### config.mk
export PLATFORM = sky130hd
export DESIGN_NAME = cwsl_loader
export DESIGN_NICKNAME = d
export VERILOG_FILES = /design/src/cwsl_pkg.sv /design/src/cwsl_loader.sv /design/src/cwsl_fetch_guard.sv
export VERILOG_INCLUDE_DIRS = /design/src
export SDC_FILE = /design/constraint.sdc
export NUM_CORES = 1
export LEC_CHECK = 0
export ABC_AREA = 1
export BUFFER_PORTS_ARGS = -buffer_cell sky130_fd_sc_hd__buf_2
export CORE_UTILIZATION = 63
export DETAILED_ROUTE_END_ITERATION = 16
export PLACE_DENSITY_LB_ADDON = 0.1
export SETUP_SLACK_MARGIN = 0.05
export SYNTH_ARGS = -nofsm -noshare
export SYNTH_HDL_FRONTEND = slang
export SYNTH_SLANG_ARGS = --single-unit
### constraint.sdc
create_clock -name sys_clk -period 11.95 [get_ports sys_clk]
set_input_delay 0.5975 -clock sys_clk [delete_from_list [all_inputs] [get_ports sys_clk]]
set_output_delay 0.5975 -clock sys_clk [all_outputs]
set_load 0.01 [all_outputs]
### src/cwsl_params.svh
// Constants of the configuration word shadow loader: flash offsets, register offsets and
// reset values.
// Assumes inclusion by bare name from the package and the design modules.
`ifndef CWSL_PARAMS_SVH
`define CWSL_PARAMS_SVH
`define CWSL_BASE_16K    24'h002B80
`define CWSL_BASE_32K    24'h005780
`define CWSL_BASE_64K    24'h00AF80
`define CWSL_CFG_SPAN    24'h000080
`define CWSL_PANEL2_OFS  24'h400000
`define CWSL_PAGE_MASK   24'hFFF800
`define CWSL_OFS_BOOT    24'h00007C
`define CWSL_ERASED      24'hFFFFFF
`define CWSL_NUM_WORDS   8
`define CWSL_SEQ_MSB     11
`define CWSL_SEQ_INV_LSB 12
`define CWSL_REG_SEC     16'h2B80
`define CWSL_REG_BSLIM   16'h2B90
`define CWSL_REG_SIGN    16'h2B94
`define CWSL_REG_OSCSEL  16'h2B98
`define CWSL_REG_OSC     16'h2B9C
`define CWSL_REG_WDT     16'h2BA0
`define CWSL_REG_POR     16'h2BA4
`define CWSL_REG_DBG     16'h2BA8
`define CWSL_REG_BOOT    16'h2BFC
`define CWSL_REG_STATUS  16'h2C00
`define CWSL_ST_DONE     0
`define CWSL_ST_PANEL    1
`define CWSL_ST_DUAL     2
`define CWSL_ST_ERASED   3
`define CWSL_ST_EXECRST  4
`endif

### src/cwsl_pkg.sv
// Types and shared decoding of the configuration word shadow loader.
// Assumes cwsl_params.svh is on the include path.
`include "cwsl_params.svh"
package cwsl_pkg;
    typedef enum logic [1:0] {CWSL_MEM_16K, CWSL_MEM_32K, CWSL_MEM_64K, CWSL_MEM_RSVD} cwsl_size_e;
    typedef enum {ST_START, ST_SEQ1, ST_SEQ2, ST_WORDS, ST_DONE} cwsl_state_e;
    typedef struct packed
    {
        logic        req;
        logic [23:0] addr;
    } cwsl_flash_req_s;
    typedef struct packed
    {
        logic        valid;
        logic [23:0] data;
    } cwsl_flash_rsp_s;

    // Base of the configuration words for each memory size; unused code falls to 16 Kbyte.
    function automatic logic [23:0] cwsl_base(input cwsl_size_e size);
        case (size)
            CWSL_MEM_32K: cwsl_base = `CWSL_BASE_32K;
            CWSL_MEM_64K: cwsl_base = `CWSL_BASE_64K;
            default:      cwsl_base = `CWSL_BASE_16K;
        endcase
    endfunction
endpackage

### src/cwsl_loader.sv
// Configuration word shadow loader: copies the configuration words from flash into read-only
// shadow registers after every reset and serves them over an Avalon-MM slave.
// Assumes a flash read port on sys_clk that holds data valid for one cycle per request, and a
// reset input that is asserted by every device reset source, this block's own request included.
//
// Summary of operation
// - Shadows are volatile, reloaded after every power-up.
// - Reset copies the eight configuration words of the loaded panel into their shadows.
// - Full reload on every kind of reset.
// - Dual mode: boot sequence picks the loaded panel.
// - Words sit at size-dependent base, 16 bytes from the first to the second, then four apart.
// - Fetch from configuration space forces a reset.
// - Last-page erase also erases configuration words.
// - Soft swap keeps shadows until next reset.
`timescale 1ns/10ps
`include "cwsl_params.svh"
module cwsl_loader
    import cwsl_pkg::*;
(
    input  wire logic            sys_clk,            // System clock, 20 MHz.
    input  wire logic            reset,              // Any device reset, active high.
    input  wire cwsl_size_e      mem_size,           // Program memory size strap.
    input  wire logic            dual_partition,     // Dual partition mode strap.
    output cwsl_flash_req_s      flash_req,          // Flash read request and address.
    input  wire cwsl_flash_rsp_s flash_rsp,          // Flash read data and valid.
    input  wire logic            erase_strobe,       // Flash page erase performed.
    input  wire logic [23:0]     erase_addr,         // Address inside the erased page.
    input  wire logic            soft_swap,          // Partition soft swap pulse.
    input  wire logic            fetch_valid,        // Core instruction fetch.
    input  wire logic [23:0]     fetch_addr,         // Core fetch address.
    output logic                 cfg_space_reset,    // Reset request from a bad fetch.
    output logic                 cfg_loaded,         // Shadows hold the loaded words.
    output logic                 active_panel,       // Active partition, 0 or 1.
    input  wire logic [15:0]     avs_address,        // Avalon byte address.
    input  wire logic            avs_read,           // Avalon read.
    input  wire logic            avs_write,          // Avalon write, ignored.
    input  wire logic [31:0]     avs_writedata,      // Avalon write data, ignored.
    output logic [31:0]          avs_readdata,       // Avalon read data.
    output logic                 avs_waitrequest     // Avalon wait request.
);
    cwsl_state_e  state_q;
    cwsl_size_e   size_q;
    logic         dual_q;
    logic [2:0]   idx_q;
    logic [23:0]  seq1_q;
    logic         panel_q;
    logic         loaded_q;
    logic         erased_q;
    logic         execrst_seen_q;
    logic         req_q;
    logic [23:0]  addr_q;
    logic         ack_q;
    logic [31:0]  rdata_q;
    logic [23:0]  shadow_q [`CWSL_NUM_WORDS];
    logic [23:0]  seq_word_q;
    logic [23:0]  base;
    logic [23:0]  panel_ofs;
    logic         pick_two;
    logic         exec_rst;

    // Word offsets from the base; the gap after the first word is fixed by the flash layout.
    function automatic logic [23:0] word_ofs(input logic [2:0] idx);
        word_ofs = (idx == 3'h0) ? 24'h000000 : 24'h00000C + {19'h0, idx, 2'h0};
    endfunction

    function automatic logic seq_ok(input logic [23:0] w);
        seq_ok = (w[23:`CWSL_SEQ_INV_LSB] == ~w[`CWSL_SEQ_MSB:0]);
    endfunction

    // Lower valid sequence number wins; a tie or two invalid words keep the first panel.
    function automatic logic choose_two(input logic [23:0] w1, input logic [23:0] w2);
        if (seq_ok(w1) && seq_ok(w2))
            choose_two = (w2[`CWSL_SEQ_MSB:0] < w1[`CWSL_SEQ_MSB:0]);
        else
            choose_two = seq_ok(w2) && !seq_ok(w1);
    endfunction

    assign base      = cwsl_base(size_q);
    assign panel_ofs = panel_q ? `CWSL_PANEL2_OFS : 24'h000000;
    assign pick_two  = choose_two(seq1_q, flash_rsp.data);

    // The loader starts again from the top after every reset release.
    always_ff @(posedge sys_clk or posedge reset)
    begin
        if (reset)
        begin
            state_q <= ST_START;
            size_q  <= CWSL_MEM_16K;
            dual_q  <= 1'b0;
            idx_q   <= 3'h0;
            seq1_q  <= `CWSL_ERASED;
            req_q   <= 1'b0;
            addr_q  <= 24'h000000;
        end
        else
        begin
            unique case (state_q)
                ST_START:
                begin
                    size_q <= mem_size;
                    dual_q <= dual_partition;
                    req_q  <= 1'b1;
                    if (dual_partition)
                    begin
                        state_q <= ST_SEQ1;
                        addr_q  <= cwsl_base(mem_size) + `CWSL_OFS_BOOT;
                    end
                    else
                    begin
                        state_q <= ST_WORDS;
                        addr_q  <= cwsl_base(mem_size);
                    end
                end
                ST_SEQ1:
                    if (flash_rsp.valid)
                    begin
                        seq1_q  <= flash_rsp.data;
                        addr_q  <= base + `CWSL_OFS_BOOT + `CWSL_PANEL2_OFS;
                        state_q <= ST_SEQ2;
                    end
                ST_SEQ2:
                    if (flash_rsp.valid)
                    begin
                        addr_q  <= base + (pick_two ? `CWSL_PANEL2_OFS : 24'h000000);
                        state_q <= ST_WORDS;
                    end
                ST_WORDS:
                    if (flash_rsp.valid)
                    begin
                        if (idx_q == 3'(`CWSL_NUM_WORDS - 1))
                        begin
                            req_q   <= 1'b0;
                            state_q <= ST_DONE;
                        end
                        else
                        begin
                            idx_q  <= idx_q + 3'h1;
                            addr_q <= base + panel_ofs + word_ofs(idx_q + 3'h1);
                        end
                    end
                ST_DONE:
                    req_q <= 1'b0;
            endcase
        end
    end

    // Panel choice is made at load time; a soft swap only flips the reported panel.
    always_ff @(posedge sys_clk or posedge reset)
    begin
        if (reset)
            panel_q <= 1'b0;
        else if (state_q == ST_SEQ2 && flash_rsp.valid)
            panel_q <= pick_two;
        else if (state_q == ST_DONE && dual_q && soft_swap)
            panel_q <= ~panel_q;
    end

    // Shadows start erased after any reset, so nothing survives a power loss.
    always_ff @(posedge sys_clk or posedge reset)
    begin
        if (reset)
        begin
            for (int i = 0; i < `CWSL_NUM_WORDS; i++)
                shadow_q[i] <= `CWSL_ERASED;
        end
        else if (state_q == ST_WORDS && flash_rsp.valid)
            shadow_q[idx_q] <= flash_rsp.data;
    end

    // Boot sequence word of the panel that was loaded.
    always_ff @(posedge sys_clk or posedge reset)
    begin
        if (reset)
            seq_word_q <= `CWSL_ERASED;
        else if (state_q == ST_SEQ2 && flash_rsp.valid)
            seq_word_q <= pick_two ? flash_rsp.data : seq1_q;
    end

    always_ff @(posedge sys_clk or posedge reset)
    begin
        if (reset)
            loaded_q <= 1'b0;
        else if (state_q == ST_WORDS && flash_rsp.valid && idx_q == 3'(`CWSL_NUM_WORDS - 1))
            loaded_q <= 1'b1;
    end

    // Erasing the last page wipes the words in flash; the next reset loads them erased.
    always_ff @(posedge sys_clk or posedge reset)
    begin
        if (reset)
            erased_q <= 1'b0;
        else if (erase_strobe && ((erase_addr & `CWSL_PAGE_MASK) == (base & `CWSL_PAGE_MASK)))
            erased_q <= 1'b1;
    end

    always_ff @(posedge sys_clk or posedge reset)
    begin
        if (reset)
            execrst_seen_q <= 1'b0;
        else if (exec_rst)
            execrst_seen_q <= 1'b1;
    end

    cwsl_fetch_guard u_fetch_guard
    (
        .sys_clk     (sys_clk),
        .reset       (reset),
        .mem_size    (size_q),
        .fetch_valid (fetch_valid),
        .fetch_addr  (fetch_addr),
        .exec_rst_q  (exec_rst)
    );

    // Avalon slave: one wait cycle, then the registered answer; writes are accepted and dropped.
    always_ff @(posedge sys_clk or posedge reset)
    begin
        if (reset)
            ack_q <= 1'b0;
        else
            ack_q <= (avs_read || avs_write) && !ack_q;
    end

    always_ff @(posedge sys_clk or posedge reset)
    begin
        if (reset)
            rdata_q <= 32'h00000000;
        else if (avs_read && !ack_q)
        begin
            unique case (avs_address)
                `CWSL_REG_SEC:    rdata_q <= {8'h00, shadow_q[0]};
                `CWSL_REG_BSLIM:  rdata_q <= {8'h00, shadow_q[1]};
                `CWSL_REG_SIGN:   rdata_q <= {8'h00, shadow_q[2]};
                `CWSL_REG_OSCSEL: rdata_q <= {8'h00, shadow_q[3]};
                `CWSL_REG_OSC:    rdata_q <= {8'h00, shadow_q[4]};
                `CWSL_REG_WDT:    rdata_q <= {8'h00, shadow_q[5]};
                `CWSL_REG_POR:    rdata_q <= {8'h00, shadow_q[6]};
                `CWSL_REG_DBG:    rdata_q <= {8'h00, shadow_q[7]};
                `CWSL_REG_BOOT:   rdata_q <= {8'h00, seq_word_q};
                `CWSL_REG_STATUS: rdata_q <= {27'h0, execrst_seen_q, erased_q, dual_q,
                                               panel_q, loaded_q};
                default:          rdata_q <= 32'h00000000;
            endcase
        end
    end

    assign avs_waitrequest = (avs_read || avs_write) && !ack_q;
    assign avs_readdata    = rdata_q;
    assign flash_req.req   = req_q;
    assign flash_req.addr  = addr_q;
    assign cfg_loaded      = loaded_q;
    assign active_panel    = panel_q;
    assign cfg_space_reset = exec_rst;

    a_erased_at_reset: assert property (@(posedge sys_clk)
        $fell(reset) |-> (shadow_q[0] == `CWSL_ERASED && !loaded_q))
        else $error("Shadow not erased after reset.");

    a_word_stored: assert property (@(posedge sys_clk) disable iff (reset)
        (state_q == ST_WORDS && flash_rsp.valid)
        |=> shadow_q[$past(idx_q)] == $past(flash_rsp.data))
        else $error("Flash word not copied into shadow.");

    a_restart_load: assert property (@(posedge sys_clk)
        $fell(reset) |-> (state_q == ST_START && idx_q == 3'h0))
        else $error("Load does not restart after reset.");

    a_panel_pick: assert property (@(posedge sys_clk) disable iff (reset)
        (state_q == ST_WORDS && dual_q && idx_q == 3'h0 && req_q)
        |-> addr_q == base + (panel_q ? `CWSL_PANEL2_OFS : 24'h000000))
        else $error("Words fetched from the wrong panel.");

    a_word_address: assert property (@(posedge sys_clk) disable iff (reset)
        (state_q == ST_WORDS && !dual_q) |-> addr_q == base + word_ofs(idx_q))
        else $error("Configuration word address wrong.");

    a_erase_flag: assert property (@(posedge sys_clk) disable iff (reset)
        (erase_strobe && ((erase_addr & `CWSL_PAGE_MASK) == (base & `CWSL_PAGE_MASK)))
        |=> erased_q)
        else $error("Last page erase not flagged.");

    a_swap_keeps: assert property (@(posedge sys_clk) disable iff (reset)
        (state_q == ST_DONE && dual_q && soft_swap) |=> (panel_q != $past(panel_q))
        && shadow_q[0] == $past(shadow_q[0]) && !req_q)
        else $error("Soft swap disturbed the shadows.");

    a_write_ignored: assert property (@(posedge sys_clk) disable iff (reset)
        (avs_write && state_q == ST_DONE) |=> $stable(shadow_q[7]) && $stable(shadow_q[0]))
        else $error("Software write changed a shadow.");

    a_bus_answer: assert property (@(posedge sys_clk) disable iff (reset)
        (avs_read && avs_waitrequest) |=> (avs_read |-> !avs_waitrequest))
        else $error("Read not answered in one wait cycle.");

    c_single_load: cover property (@(posedge sys_clk) disable iff (reset)
        !dual_q && $rose(loaded_q));
    c_second_panel: cover property (@(posedge sys_clk) disable iff (reset)
        dual_q && panel_q && $rose(loaded_q));
    c_swap: cover property (@(posedge sys_clk) disable iff (reset)
        state_q == ST_DONE && dual_q && soft_swap);
    c_exec_reset: cover property (@(posedge sys_clk) disable iff (reset) exec_rst);
endmodule

### src/cwsl_fetch_guard.sv
// Watches instruction fetches and asks for a device reset on a fetch from configuration space.
// Assumes fetch signals come from core logic on sys_clk.
`timescale 1ns/10ps
`include "cwsl_params.svh"
module cwsl_fetch_guard
    import cwsl_pkg::*;
(
    input  wire logic        sys_clk,     // System clock.
    input  wire logic        reset,       // Asynchronous reset, active high.
    input  wire cwsl_size_e  mem_size,    // Captured memory size.
    input  wire logic        fetch_valid, // Core is fetching an instruction.
    input  wire logic [23:0] fetch_addr,  // Program address of the fetch.
    output logic             exec_rst_q   // One-cycle reset request.
);
    logic [23:0] base;
    logic        hit;

    assign base = cwsl_base(mem_size);
    assign hit  = fetch_valid && (fetch_addr >= base) && (fetch_addr < base + `CWSL_CFG_SPAN);

    always_ff @(posedge sys_clk or posedge reset)
    begin
        if (reset)
            exec_rst_q <= 1'b0;
        else
            exec_rst_q <= hit;
    end

    a_exec_reset_follows: assert property (@(posedge sys_clk) disable iff (reset)
        hit |=> exec_rst_q)
        else $error("Fetch from configuration space raised no reset.");
endmodule

==> impl_results.md, run 1 <==
- Initial antenna violation count: 0
- # rows: between 50 and 60
- Seq/Total Area, Yosys: 0.504
- Pwr dens: 126 nW/µm²
- Synthesis-stage register bit count: around 290
- Primary FF master, synth: dfstp_2
- Overall Global Routing Usage: 0.339
- Antenna-violating nets left: 0
- Max cap viols: 0
- Leakage: 0.00780 µW
- Top cells by area, synth: dfstp_2 (42%), nand2_1 (13%), dfrtp_1 (8.5%)
- R2R Setup Slk: 8.33 ns
- Slew of the pin with the lowest slew margin: 1.11 ns
- Post-cts sizing count: 0
- CTS Root Cell: clkbuf_16
- CTS tree: built
- Critical Path Fanout Max: 26
- Postcts setup bufs: 0
- Clock buffer depth: 3
- Slew HR: 0.257
- Reg clk slew, reported paths: 0.06 ns
- Final setup fails: 0
- Register area: roughly 7600 µm²
- Clock Sink Count: around 290
- EDFF count, synth: 0
- Synth Warn #: 0
- Ant diodes: 0
- Detailed placement HPWL: between 20000 and 30000 µm
- Leading area contributor after synthesis: dfstp_2
- Synth top cells by count: nand2_1 (529), dfstp_2 (240), nand3_1 (237)
- Max VDD drop: 0.106 mV
- Pin count of the biggest net entering global routing: 193
- Mapped Area: between 15000 and 20000 µm²
- I/O Buffers: 124
- Fillers: 1860
- IO Count: around 190
- Die X: roughly 160 µm
- Mean number of vias per cell: 5.65
- Period utilisation layout: 0.303
- Synth unique cells: 43
- CTS Hold Bufs: 0
- Top cell type's share of synthesized area: 0.419
- CP startpoint kind: flip-flop
- Slowest CP cell: nand2_1
- Crit-path most repeated cell: nand2_1
- Critical path class: flip-flop to flip-flop
- Pwr Total: between 2000 and 2500 µW
- RSZ-0062 raised after global routing: no
- Layout area overhead: 11.2%
- Nature of the critical path endpoint: flip-flop
- Gp weighted congestion: 0.967
- Avg Inst Size Synth: 8.00 µm²
- DRT Pass-1 Iters: 5
- Worst-case clock skew: 0.0172 ns
- Hold Crit Class: input pin to async pin
- DRC: 0
- Cell chain of the critical path: inv_1, ha_1, a21oi_1, nand2_1, a21oi_1, nand2_1, nand2_1, nand2_1, nand2_1, nand3_1, nand2_1, inv_1
- Final hold viol count: 0
- CTS H-tree depth: 1
- DR vias: around 13000
- Drt wl/cell: 17.5 µm
- Max Slew Vio Count: 0
- Max Fclk: 276 MHz
- CTS Buf Count: 31
- Outcome: finished, final reports clean
- Gr ovfl total: 0
- First-pass GRT wire length: 64200 µm
- Area of the multi-input gates: about 6300 µm²
- Clk_lat worst skew: around 0.57 ns
- Die Area: 24500 µm²
- CP Data Required Time: 12.44 ns
- Post-synth ARST share: 1.00
- Initial DRC Count: 1175
- # nets final: 2114
- Worst path max stage delay: 0.89 ns
- Tmin final: 3.62 ns
- Vias in the first global route: 12200
- Layout cell share with drive strength beyond 1: 0.240
- Setup TNS: 0 ns
- Mapped Cells: 1880
- Die Span Y: 157 µm
- Starting Density: 0.641
- Final wirelength: ~40000 µm
- Core ar.: 23500 µm²
- Arrival time worst endpoint: 4.11 ns
- Most frequent cell after synthesis: nand2_1
==> sequential cells by signal, summed over array words and instances (netlist names) <==
| name | flops |
|---|---|
| erased_q | 1 |
| dual_q | 1 |
| size_q | 2 |
| idx_q | 3 |
| cfg_loaded | 1 |
| seq_word_q | 24 |
| ack_q | 1 |
| shadow_q | 192 |
| avs_readdata | 24 |
| active_panel | 1 |
| addr_q | 11 |
| u_fetch_guard.exec_rst_q | 1 |
| req_q | 1 |
| execrst_seen_q | 1 |
| seq1_q | 24 |
| state_q | 3 |
==> kinds of logic (layout without fill, tap and decap cells) <==
group | after synthesis | after routing | synth area share
buf+inv | 285 | 363 | 0.0862
compound gates | 299 | 299 | 0.102
simple gates | 957 | 957 | 0.272
xor+xnor | 14 | 14 | 0.00815
flops | 291 | 291 | 0.504
other cells | 1 | 17 | 0.000249
fa+ha+maj | 33 | 33 | 0.0275
==> routing by layer <==
metal	track usage	wire, µm	vias to the layer above
li1	-	-	6186
met1	0.469	17100	6168
met2	0.550	18700	525
met3	0.0521	3250	83
met4	0.110	1040	0
met5	0	0	-
==> cell usage in the layout, fill, tap and decap left out, types with 4 or more instances in the layout <==
| cell type | netlist | final |
|---|---|---|
| a21oi_1 | 36 | 36 |
| nand3_1 | 237 | 237 |
| or2_2 | 9 | 9 |
| conb_1 | 1 | 17 |
| dfrtp_1 | 51 | 51 |
| dfstp_2 | 240 | 240 |
| o21ai_2 | 4 | 4 |
| buf_4 | 26 | 16 |
| clkbuf_16 | 0 | 31 |
| nor4_1 | 5 | 5 |
| clkbuf_8 | 0 | 15 |
| xor2_1 | 9 | 9 |
| clkinv_2 | 0 | 5 |
| ha_1 | 33 | 33 |
| inv_1 | 159 | 158 |
| o21ai_0 | 191 | 191 |
| buf_2 | 47 | 124 |
| inv_2 | 5 | 5 |
| nor2_2 | 1 | 6 |
| nand4_1 | 11 | 11 |
| nor2_4 | 2 | 5 |
| xnor2_1 | 5 | 5 |
| nand3b_1 | 6 | 6 |
| nand2_1 | 529 | 529 |
| nor2_1 | 143 | 135 |
| o21ai_1 | 61 | 61 |
==> critical path, delay by kind of cell (launching register included) <==
family          cells  cell delay [ns]
simple gates        7             2.25
buf+inv             2             0.10
compound gates      2             0.30
fa+ha+maj           1             0.29
flops               1             0.60
==> layout make-up <==
class | count | share of cell area
well taps | 319 | 0.0239
clock buffers | 48 | 0.0592
multi-input cells | 1320 | 0.374
inverters | 165 | 0.0376
repair buffers | 141 | 0.0455
clock inverters | 9 | 0.00614
flip-flops and latches | 291 | 0.453
==> power breakdown <==
group | switching, µW | total (µW) | internal [µW]
registers | 4.46 | 1010 | 1010
clock network | 396 | 1000 | 608
logic | 72.8 | 98.1 | 25.4
==> worst paths after layout <==
kind	start	cells past startpoint	end
hold reg to reg	ack_q	1	ack_q
max in group asynchronous	reset	3	avs_readdata[13]
min in group sys_clk	flash_rsp[12]	3	shadow_q[180]
setup reg to reg	seq1_q[7]	12	seq_word_q[22]
hold / removal	reset	2	avs_readdata[20]
setup / recovery	seq1_q[7]	12	seq_word_q[22]
==> stage by stage <==
stage / setup WS (ns) / util / hold slack (ns) / instances / cell area (µm²)
after CTS: 8.46 / 0.712 / 0.180 / 2293 / 16700
after floorplan: 3.72 / - / 0.437 / 1896 / 15100
after detailed placement: 8.13 / 0.666 / 0.433 / 2236 / 15600
after global placement: 8.16 / 0.666 / 0.421 / 2236 / 15600
after global routing: 8.09 / 0.712 / 0.208 / 2293 / 16700
final: 8.33 / 0.712 / 0.162 / 2293 / 16700
(Power assumes the default switching activity.)
==> run 2, diff against run 1 <==
Settings changed: ABC_AREA 1 to 0, CORE_UTILIZATION 63 to 58.
Clock period 11.95 ns to 3.55 ns, I/O delays scaled along.
==> run 2 against run 1 <==
Against the previous run: via count decreased by 22%; clock power rose to 3.4 times the previous value; area after synthesis down 5.3%; clock skew fell by 0.0024 ns; sequential cell count unchanged; worst setup slack worse by 7.5 ns; sequential share of layout area up 0.47 points; worst hold slack got worse by 0.14 ns; core utilization down 1.6 points; combinational power grew to 28 times the previous value.
==> impl_results.md, run 2 <==
- Outcome: finished, final reports clean
- Pwr dens: 772 nW/µm² (+510%)
- Top cells by area, synth: dfstp_2 (44%), mux2_2 (16%), dfrtp_1 (9.0%)
- CTS Hold Bufs: 32 (+32)
- Gp weighted congestion: 0.857 (-11%)
- CP Launch Point: idx_q[1]
- Mapped Cells: 1189 (-37%)
- Arrival time worst endpoint: 3.20 ns (-0.91 ns)
- Most flops, register: shadow_q
- Period utilisation layout: 0.778 (+0.475)
- Core ar.: 23800 µm² (+1.2%)
- Seq/Total Area, Yosys: 0.532 (+0.0281)
- CTS H-tree depth: 1 (unchanged)
- # nets final: 1479 (-30%)
- I/O Buffers: 124 (unchanged)
- Hold Crit Class: input pin to flip-flop
- Leading area contributor after synthesis: dfstp_2
- Final hold viol count: 0 (unchanged)
- Fillers: 1698 (-8.7%)
- Part of the power in combinational logic: 0.217 (+0.171)
- Final wirelength: 35600 µm (-11%)
- CTS Buf Count: 30 (-3.2%)
- Antenna-violating nets left: 0 (unchanged)
- Die X: 159 µm (+1.4%)
- Clock Sink Count: 291 (unchanged)
- Vias in the first global route: 10100 (-17%)
- IO Count: 192 (unchanged)
- Nature of the critical path endpoint: flip-flop
- Commonest non-fill, non-tap cell in the layout: dfstp_2
- Layout cell share with drive strength beyond 1: 0.503 (+0.263)
- Tmin final: 2.76 ns (-0.857 ns)
- Synth unique cells: 61 (+42%)
- Overall Global Routing Usage: 0.285 (-0.0546)
- Max VDD drop: 0.590 mV (+460%)
- Max cap viols: 0 (unchanged)
- Switching Share: 0.275 (+0.0511)
- Pin count of the biggest net entering global routing: 82 (-58%)
- Max reg flops: 192 (unchanged)
- Critical path class: flip-flop to flip-flop
- Post-cts sizing count: 0 (unchanged)
- CP startpoint kind: flip-flop
- CTS Root Cell: clkbuf_16
- Post-synth ARST share: 1.00 (unchanged)
- Mean number of vias per cell: 6.09 (+7.7%)
- Drt wl/cell: 21.5 µm (+23%)
- Hold Path Origin: flash_rsp[16]
- Starting Density: 0.600 (-0.0410)
- Primary FF master, synth: dfstp_2
- Internal: 9270 µW (+460%)
- Reg clk slew, reported paths: 0.06 ns (about the same)
- Design area: 16600 µm² (-1.0%)
- Postcts setup bufs: 0 (unchanged)
- Max Fclk: 362 MHz (+31%)
- Slew HR: 0.276 (+0.0190)
- Critical Path Fanout Max: 19 (-27%)
- Clk_lat worst skew: 0.55 ns (-0.02 ns)
- Clock buffer depth: 3 (unchanged)
- Worst r2r src: idx_q[1]
- Layout area overhead: 16.2%
- DRT Pass-1 Iters: 6 (+1)
- Mapped Area: 14200 µm² (-5.3%)
- First-pass GRT wire length: 56200 µm (-12%)
- # rows: 56 (unchanged)
- Initial DRC Count: 888 (-24%)
- Most frequent cells in the layout: dfstp_2 (240), mux2_2 (207), buf_2 (124)
- CP Data Required Time: 3.99 ns (-8.45 ns)
- RSZ-0062 raised after global routing: no
- CTS tree: built
- DR vias: 10100 (-22%)
- Slew of the pin with the lowest slew margin: 1.07 ns (-0.0412 ns)
- Most frequent cell after synthesis: dfstp_2
- Synth Warn #: 0 (unchanged)
- Avg Inst Size Synth: 12.0 µm² (+50%)
- Final setup fails: 0 (unchanged)
- Clk pwr share: 0.267 (-0.208)
- Top cell type's share of synthesized area: 0.443 (+0.0233)
- Initial antenna violation count: 1 (+1)
- Synth top cells by count: dfstp_2 (240), mux2_2 (207), nand2_1 (112)
- Fin Hold WS: 0.0176 ns (-0.145 ns)
- DRC: 0 (unchanged)
- DP Area: 15100 µm² (-3.2%)
- Max Slew Vio Count: 0 (unchanged)
- Die Area: 25200 µm² (+2.9%)
- Synthesis-stage register bit count: 291 (unchanged)
- EDFF count, synth: 0 (unchanged)
- Worst-case clock skew: 0.0148 ns (-0.00244 ns)
- Die Span Y: 159 µm (+1.4%)
- Leakage: 0.00665 µW (-15%)
- Ant diodes: 0 (unchanged)
- Detailed placement HPWL: 23400 µm (-8.7%)
- Switching Power: 3520 µW (+640%)
- Seq pwr share: 0.517 (+0.038)
- Gr ovfl total: 0 (unchanged)
-- run 2: changes by cell type after synthesis, sizes merged, moves of 23 or more --
cell / change
and3: +23
nand2: -418
nand3: -204
o211ai: +25
a222oi: +51
nor2: -111
inv: -139
mux2: +207
a22oi: +52
o21ai: -222
buf: -42
clkbuf: +32
-- run 2: critical path, stage by stage, from the launching register on --
cell and delay (ns):
dfrtp_1 0.55, ha_1 0.30, ha_1 0.28, nand2_1 0.10
nand2_1 0.07, a221o_1 0.53, nor2_1 0.44, mux2_2 0.38
-- run 2: kinds of logic (layout without fill, tap and decap cells) --
kind of cell    Yosys count  count (layout)  share of synthesized area
fa+ha+maj                33              33                     0.0290
simple gates            272             272                     0.0977
compound gates          219             219                      0.115
other cells               1              17                   0.000263
xor+xnor                 28              28                     0.0172
mux                     208             208                      0.164
flops                   291             291                      0.532
buf+inv                 137             271                     0.0439
-- run 2: metal layers --
metal / part of all wire / vias up / GRT usage / wire length [µm]
li1: - / 4613 / - / -
met1: 0.46 / 5116 / 0.422 / 16400
met2: 0.47 / 314 / 0.453 / 16700
met3: 0.056 / 48 / 0.0313 / 1990
met4: 0.015 / 0 / 0.0587 / 526
met5: 0 / - / 0 / 0
-- run 2: final cells by class --
class                   instances  area, µm²  share of cell area
flip-flops and latches        291       7580               0.458
multi-input cells             777       6150               0.372
repair buffers                188       1220              0.0736
clock buffers                  42        888              0.0537
well taps                     319        399              0.0241
clock inverters                14        206              0.0125
inverters                      27        105             0.00635
-- run 2: power groups by stage --
stage               registers [µW]  logic (µW)  clock network, µW
global route                  6790        3070               3580
CTS                           6580        2790               3460
global placement              6560        2620                  0
detailed placement            6620        2740                  0
floorplan                     6260        2280                  0
finish                        6610        2770               3410
-- run 2: worst paths after layout --
| check | slack, ns | end | cells past startpoint |
|---|---|---|---|
| max in group asynchronous | 2.08 | seq1_q[13] | 5 |
| worst min-delay path | 0.02 | seq_word_q[16] | 3 |
| worst max register to register | 0.79 | dual_q | 7 |
| worst max-delay path | 0.79 | dual_q | 7 |
| worst min register to register | 0.44 | ack_q | 1 |
| min in group asynchronous | 0.27 | execrst_seen_q | 3 |
-- run 2: per-stage QoR --
stage / setup TNS, ns / total power, µW / util / std cells / setup WS [ns]
after floorplan: -14.93 / 8540 / - / 1205 / -0.293
after global placement: 0 / 9180 / 0.637 / 1570 / 0.835
after detailed placement: 0 / 9360 / 0.637 / 1570 / 0.814
after CTS: 0 / 12800 / 0.697 / 1658 / 0.812
after global routing: 0 / 13400 / 0.697 / 1658 / 0.604
final: 0 / 12800 / 0.697 / 1658 / 0.789
==> run 3, diff against run 2 <==
Clock period 3.55 ns to 2.9 ns, I/O delays scaled along.
==> run 3 against run 2 <==
Against the previous run: fmax rose by 4.0%; sequential share of layout area fell by 0.28 points; sequential cell count did not move; critical path depth rose by 3; routed wire length rose by 3.2%; combinational power rose by 26%; largest cell class unchanged.
==> impl_results.md, run 3 (synthesis gave the netlist of run 2 again) <==
- DRT Pass-1 Iters: 7 (+1)
- Die Area: 25200 µm² (unchanged)
- Starting Density: 0.600 (unchanged)
- Die X: 159 µm (unchanged)
- Max cap viols: 0 (unchanged)
- Final wirelength: 36800 µm (+3.2%)
- Ant diodes: 0 (unchanged)
- # rows: 56 (unchanged)
- Leakage: 0.00669 µW (+0.58%)
- Max Fclk: 377 MHz (+4.0%)
- Slew HR: 0.343 (+0.0672)
- Most frequent cells in the layout: dfstp_2 (240), mux2_2 (207), buf_2 (124)
- Detailed placement HPWL: 23600 µm (+0.79%)
- CTS Buf Count: 30 (unchanged)
- Critical Path Fanout Max: 3 (-16)
- Initial antenna violation count: 2 (+1)
- Tmin final: 2.66 ns (-0.106 ns)
- DR vias: 10300 (+1.6%)
- Outcome: finished, final reports clean
- Hold Crit Class: input pin to flip-flop
- Layout area overhead: 16.9%
- Fillers: 1680 (-1.1%)
- Critical path class: flip-flop to flip-flop
- Max reg flops: 192 (unchanged)
- Gp weighted congestion: 0.856 (-0.15%)
- Final hold viol count: 0 (unchanged)
- Register area: 7580 µm² (unchanged)
- Drt wl/cell: 22.1 µm (+2.7%)
- Initial DRC Count: 953 (+7.3%)
- CTS tree: built
- Max Slew Vio Count: 0 (unchanged)
- Most flops, register: shadow_q
- Slew of the pin with the lowest slew margin: 0.982 ns (-0.0896 ns)
- Area of the multi-input gates: 6160 µm² (+0.20%)
- IO Count: 192 (unchanged)
- Most used routing layer: met2
- Period utilisation layout: 0.916 (+0.138)
- Mean number of vias per cell: 6.15 (+1.1%)
- CTS H-tree depth: 1 (unchanged)
- Met1 Track Usage GR: 0.439 (+0.0174)
- Clk_lat worst skew: 0.55 ns (about the same)
- Vias in the first global route: 10400 (+3.6%)
- CP startpoint kind: flip-flop
- Reg clk slew, reported paths: 0.06 ns (about the same)
- Overall Global Routing Usage: 0.299 (+0.0144)
- Gr ovfl total: 0 (unchanged)
- Pwr dens: 926 nW/µm² (+20%)
- Met2 GRT Util: 0.469 (+0.0159)
- R2R Setup Slk: 0.24 ns (-0.54 ns)
- Pin count of the biggest net entering global routing: 78 (-4.9%)
- Worst-case clock skew: 0.00908 ns (-0.00569 ns)
- I/O Buffers: 124 (unchanged)
- First-pass GRT wire length: 58900 µm (+4.8%)
- Setup TNS: 0 ns (unchanged)
- GR Layer Usage met3: 0.0465 (+0.0152)
- Clock Sink Count: 291 (unchanged)
- Clock buffer depth: 3 (unchanged)
- Arrival time worst endpoint: 3.09 ns (-0.11 ns)
- DRC: 0 (unchanged)
- Final setup fails: 0 (unchanged)
- Core ar.: 23800 µm² (unchanged)
- Nature of the critical path endpoint: flip-flop
- Layout cell share with drive strength beyond 1: 0.501 (-0.00225)
- Antenna-violating nets left: 0 (unchanged)
- Die Span Y: 159 µm (unchanged)
- Final Util: 0.701 (+0.00427)
- Max VDD drop: 0.792 mV (+34%)
- RSZ-0062 raised after global routing: no
- Postcts setup bufs: 0 (unchanged)
- CTS Root Cell: clkbuf_16
- # nets final: 1492 (+0.88%)
- Commonest non-fill, non-tap cell in the layout: dfstp_2
- CP Data Required Time: 3.34 ns (-0.65 ns)
- Pwr Total: 15400 µW (+21%)
run 3: changes by cell type in the layout (fill, tap and decap cells not counted):
cell,change
buf_12,+7
clkinvlp_4,-3
buf_4,+2
clkinv_2,-5
bufinv_16,-4
dlygate4sd3_1,+4
clkinv_4,-1
clkbuf_8,+4
ha_4,+1
clkbuf_1,+4
ha_1,-1
run 3: area by class of cell:
type                            instances  area share
Clock buffer                           50      0.0576
Clock inverter                          1     0.00180
Inverter                               27     0.00631
Multi-Input combinational cell        777       0.370
Sequential cell                       291       0.455
Tap cell                              319      0.0240
Timing Repair Buffer                  201      0.0849
run 3: worst paths after layout:
path,startpoint,to,cells after the start
worst max-delay path,size_q[0],u_fetch_guard.exec_rst_q,10
worst min-delay path,soft_swap,active_panel,5
worst max register to register,size_q[0],u_fetch_guard.exec_rst_q,10
worst min register to register,ack_q,ack_q,1
max in group asynchronous,reset,seq_word_q[2],4
min in group asynchronous,reset,avs_readdata[0],3
run 3: layer usage:
metal  part of all wire  up-vias
met5            0.00033        -
met4              0.018        2
met2               0.46      332
met3              0.064       54
li1                   -     4623
met1               0.46     5239
run 3: where the power goes:
group	switching (µW)	internal [µW]	total, µW
clock	1540	2310	3850
combinational	1590	1910	3500
sequential	1170	6910	8080
run 3: per-stage QoR:
step | std cells | setup WS, ns | instance area, µm² | hold slack (ns)
3_5_place_dp | 1579 | 0.620 | 15300 | 0.332
5_1_grt | 1666 | 0.0809 | 16700 | 0.0368
3_3_place_gp | 1579 | 0.623 | 15300 | 0.325
4_1_cts | 1666 | 0.209 | 16600 | 0.00317
2_1_floorplan | 1205 | -0.910 | 14300 | 0.262
6_report | 1666 | 0.244 | 16700 | 0.0147
run 3: worst max-delay path, cell delays in order, from the launching register on:
cell and delay, ns:
dfrtp_1 0.40, inv_1 0.14, ha_4 0.23, ha_1 0.29, a41oi_1 0.29, o21ai_0 0.12
a21oi_1 0.15, nor2b_1 0.05, o21ai_0 0.17, a41oi_1 0.13, dlygate4sd3_1 0.56
run 3: timing repair:
item                                    4_1_cts  5_1_grt
endpoints found under the hold margin        51        0
hold buffers                                 36        0
endpoints found under the setup margin        0        1
resized for setup                             0        1
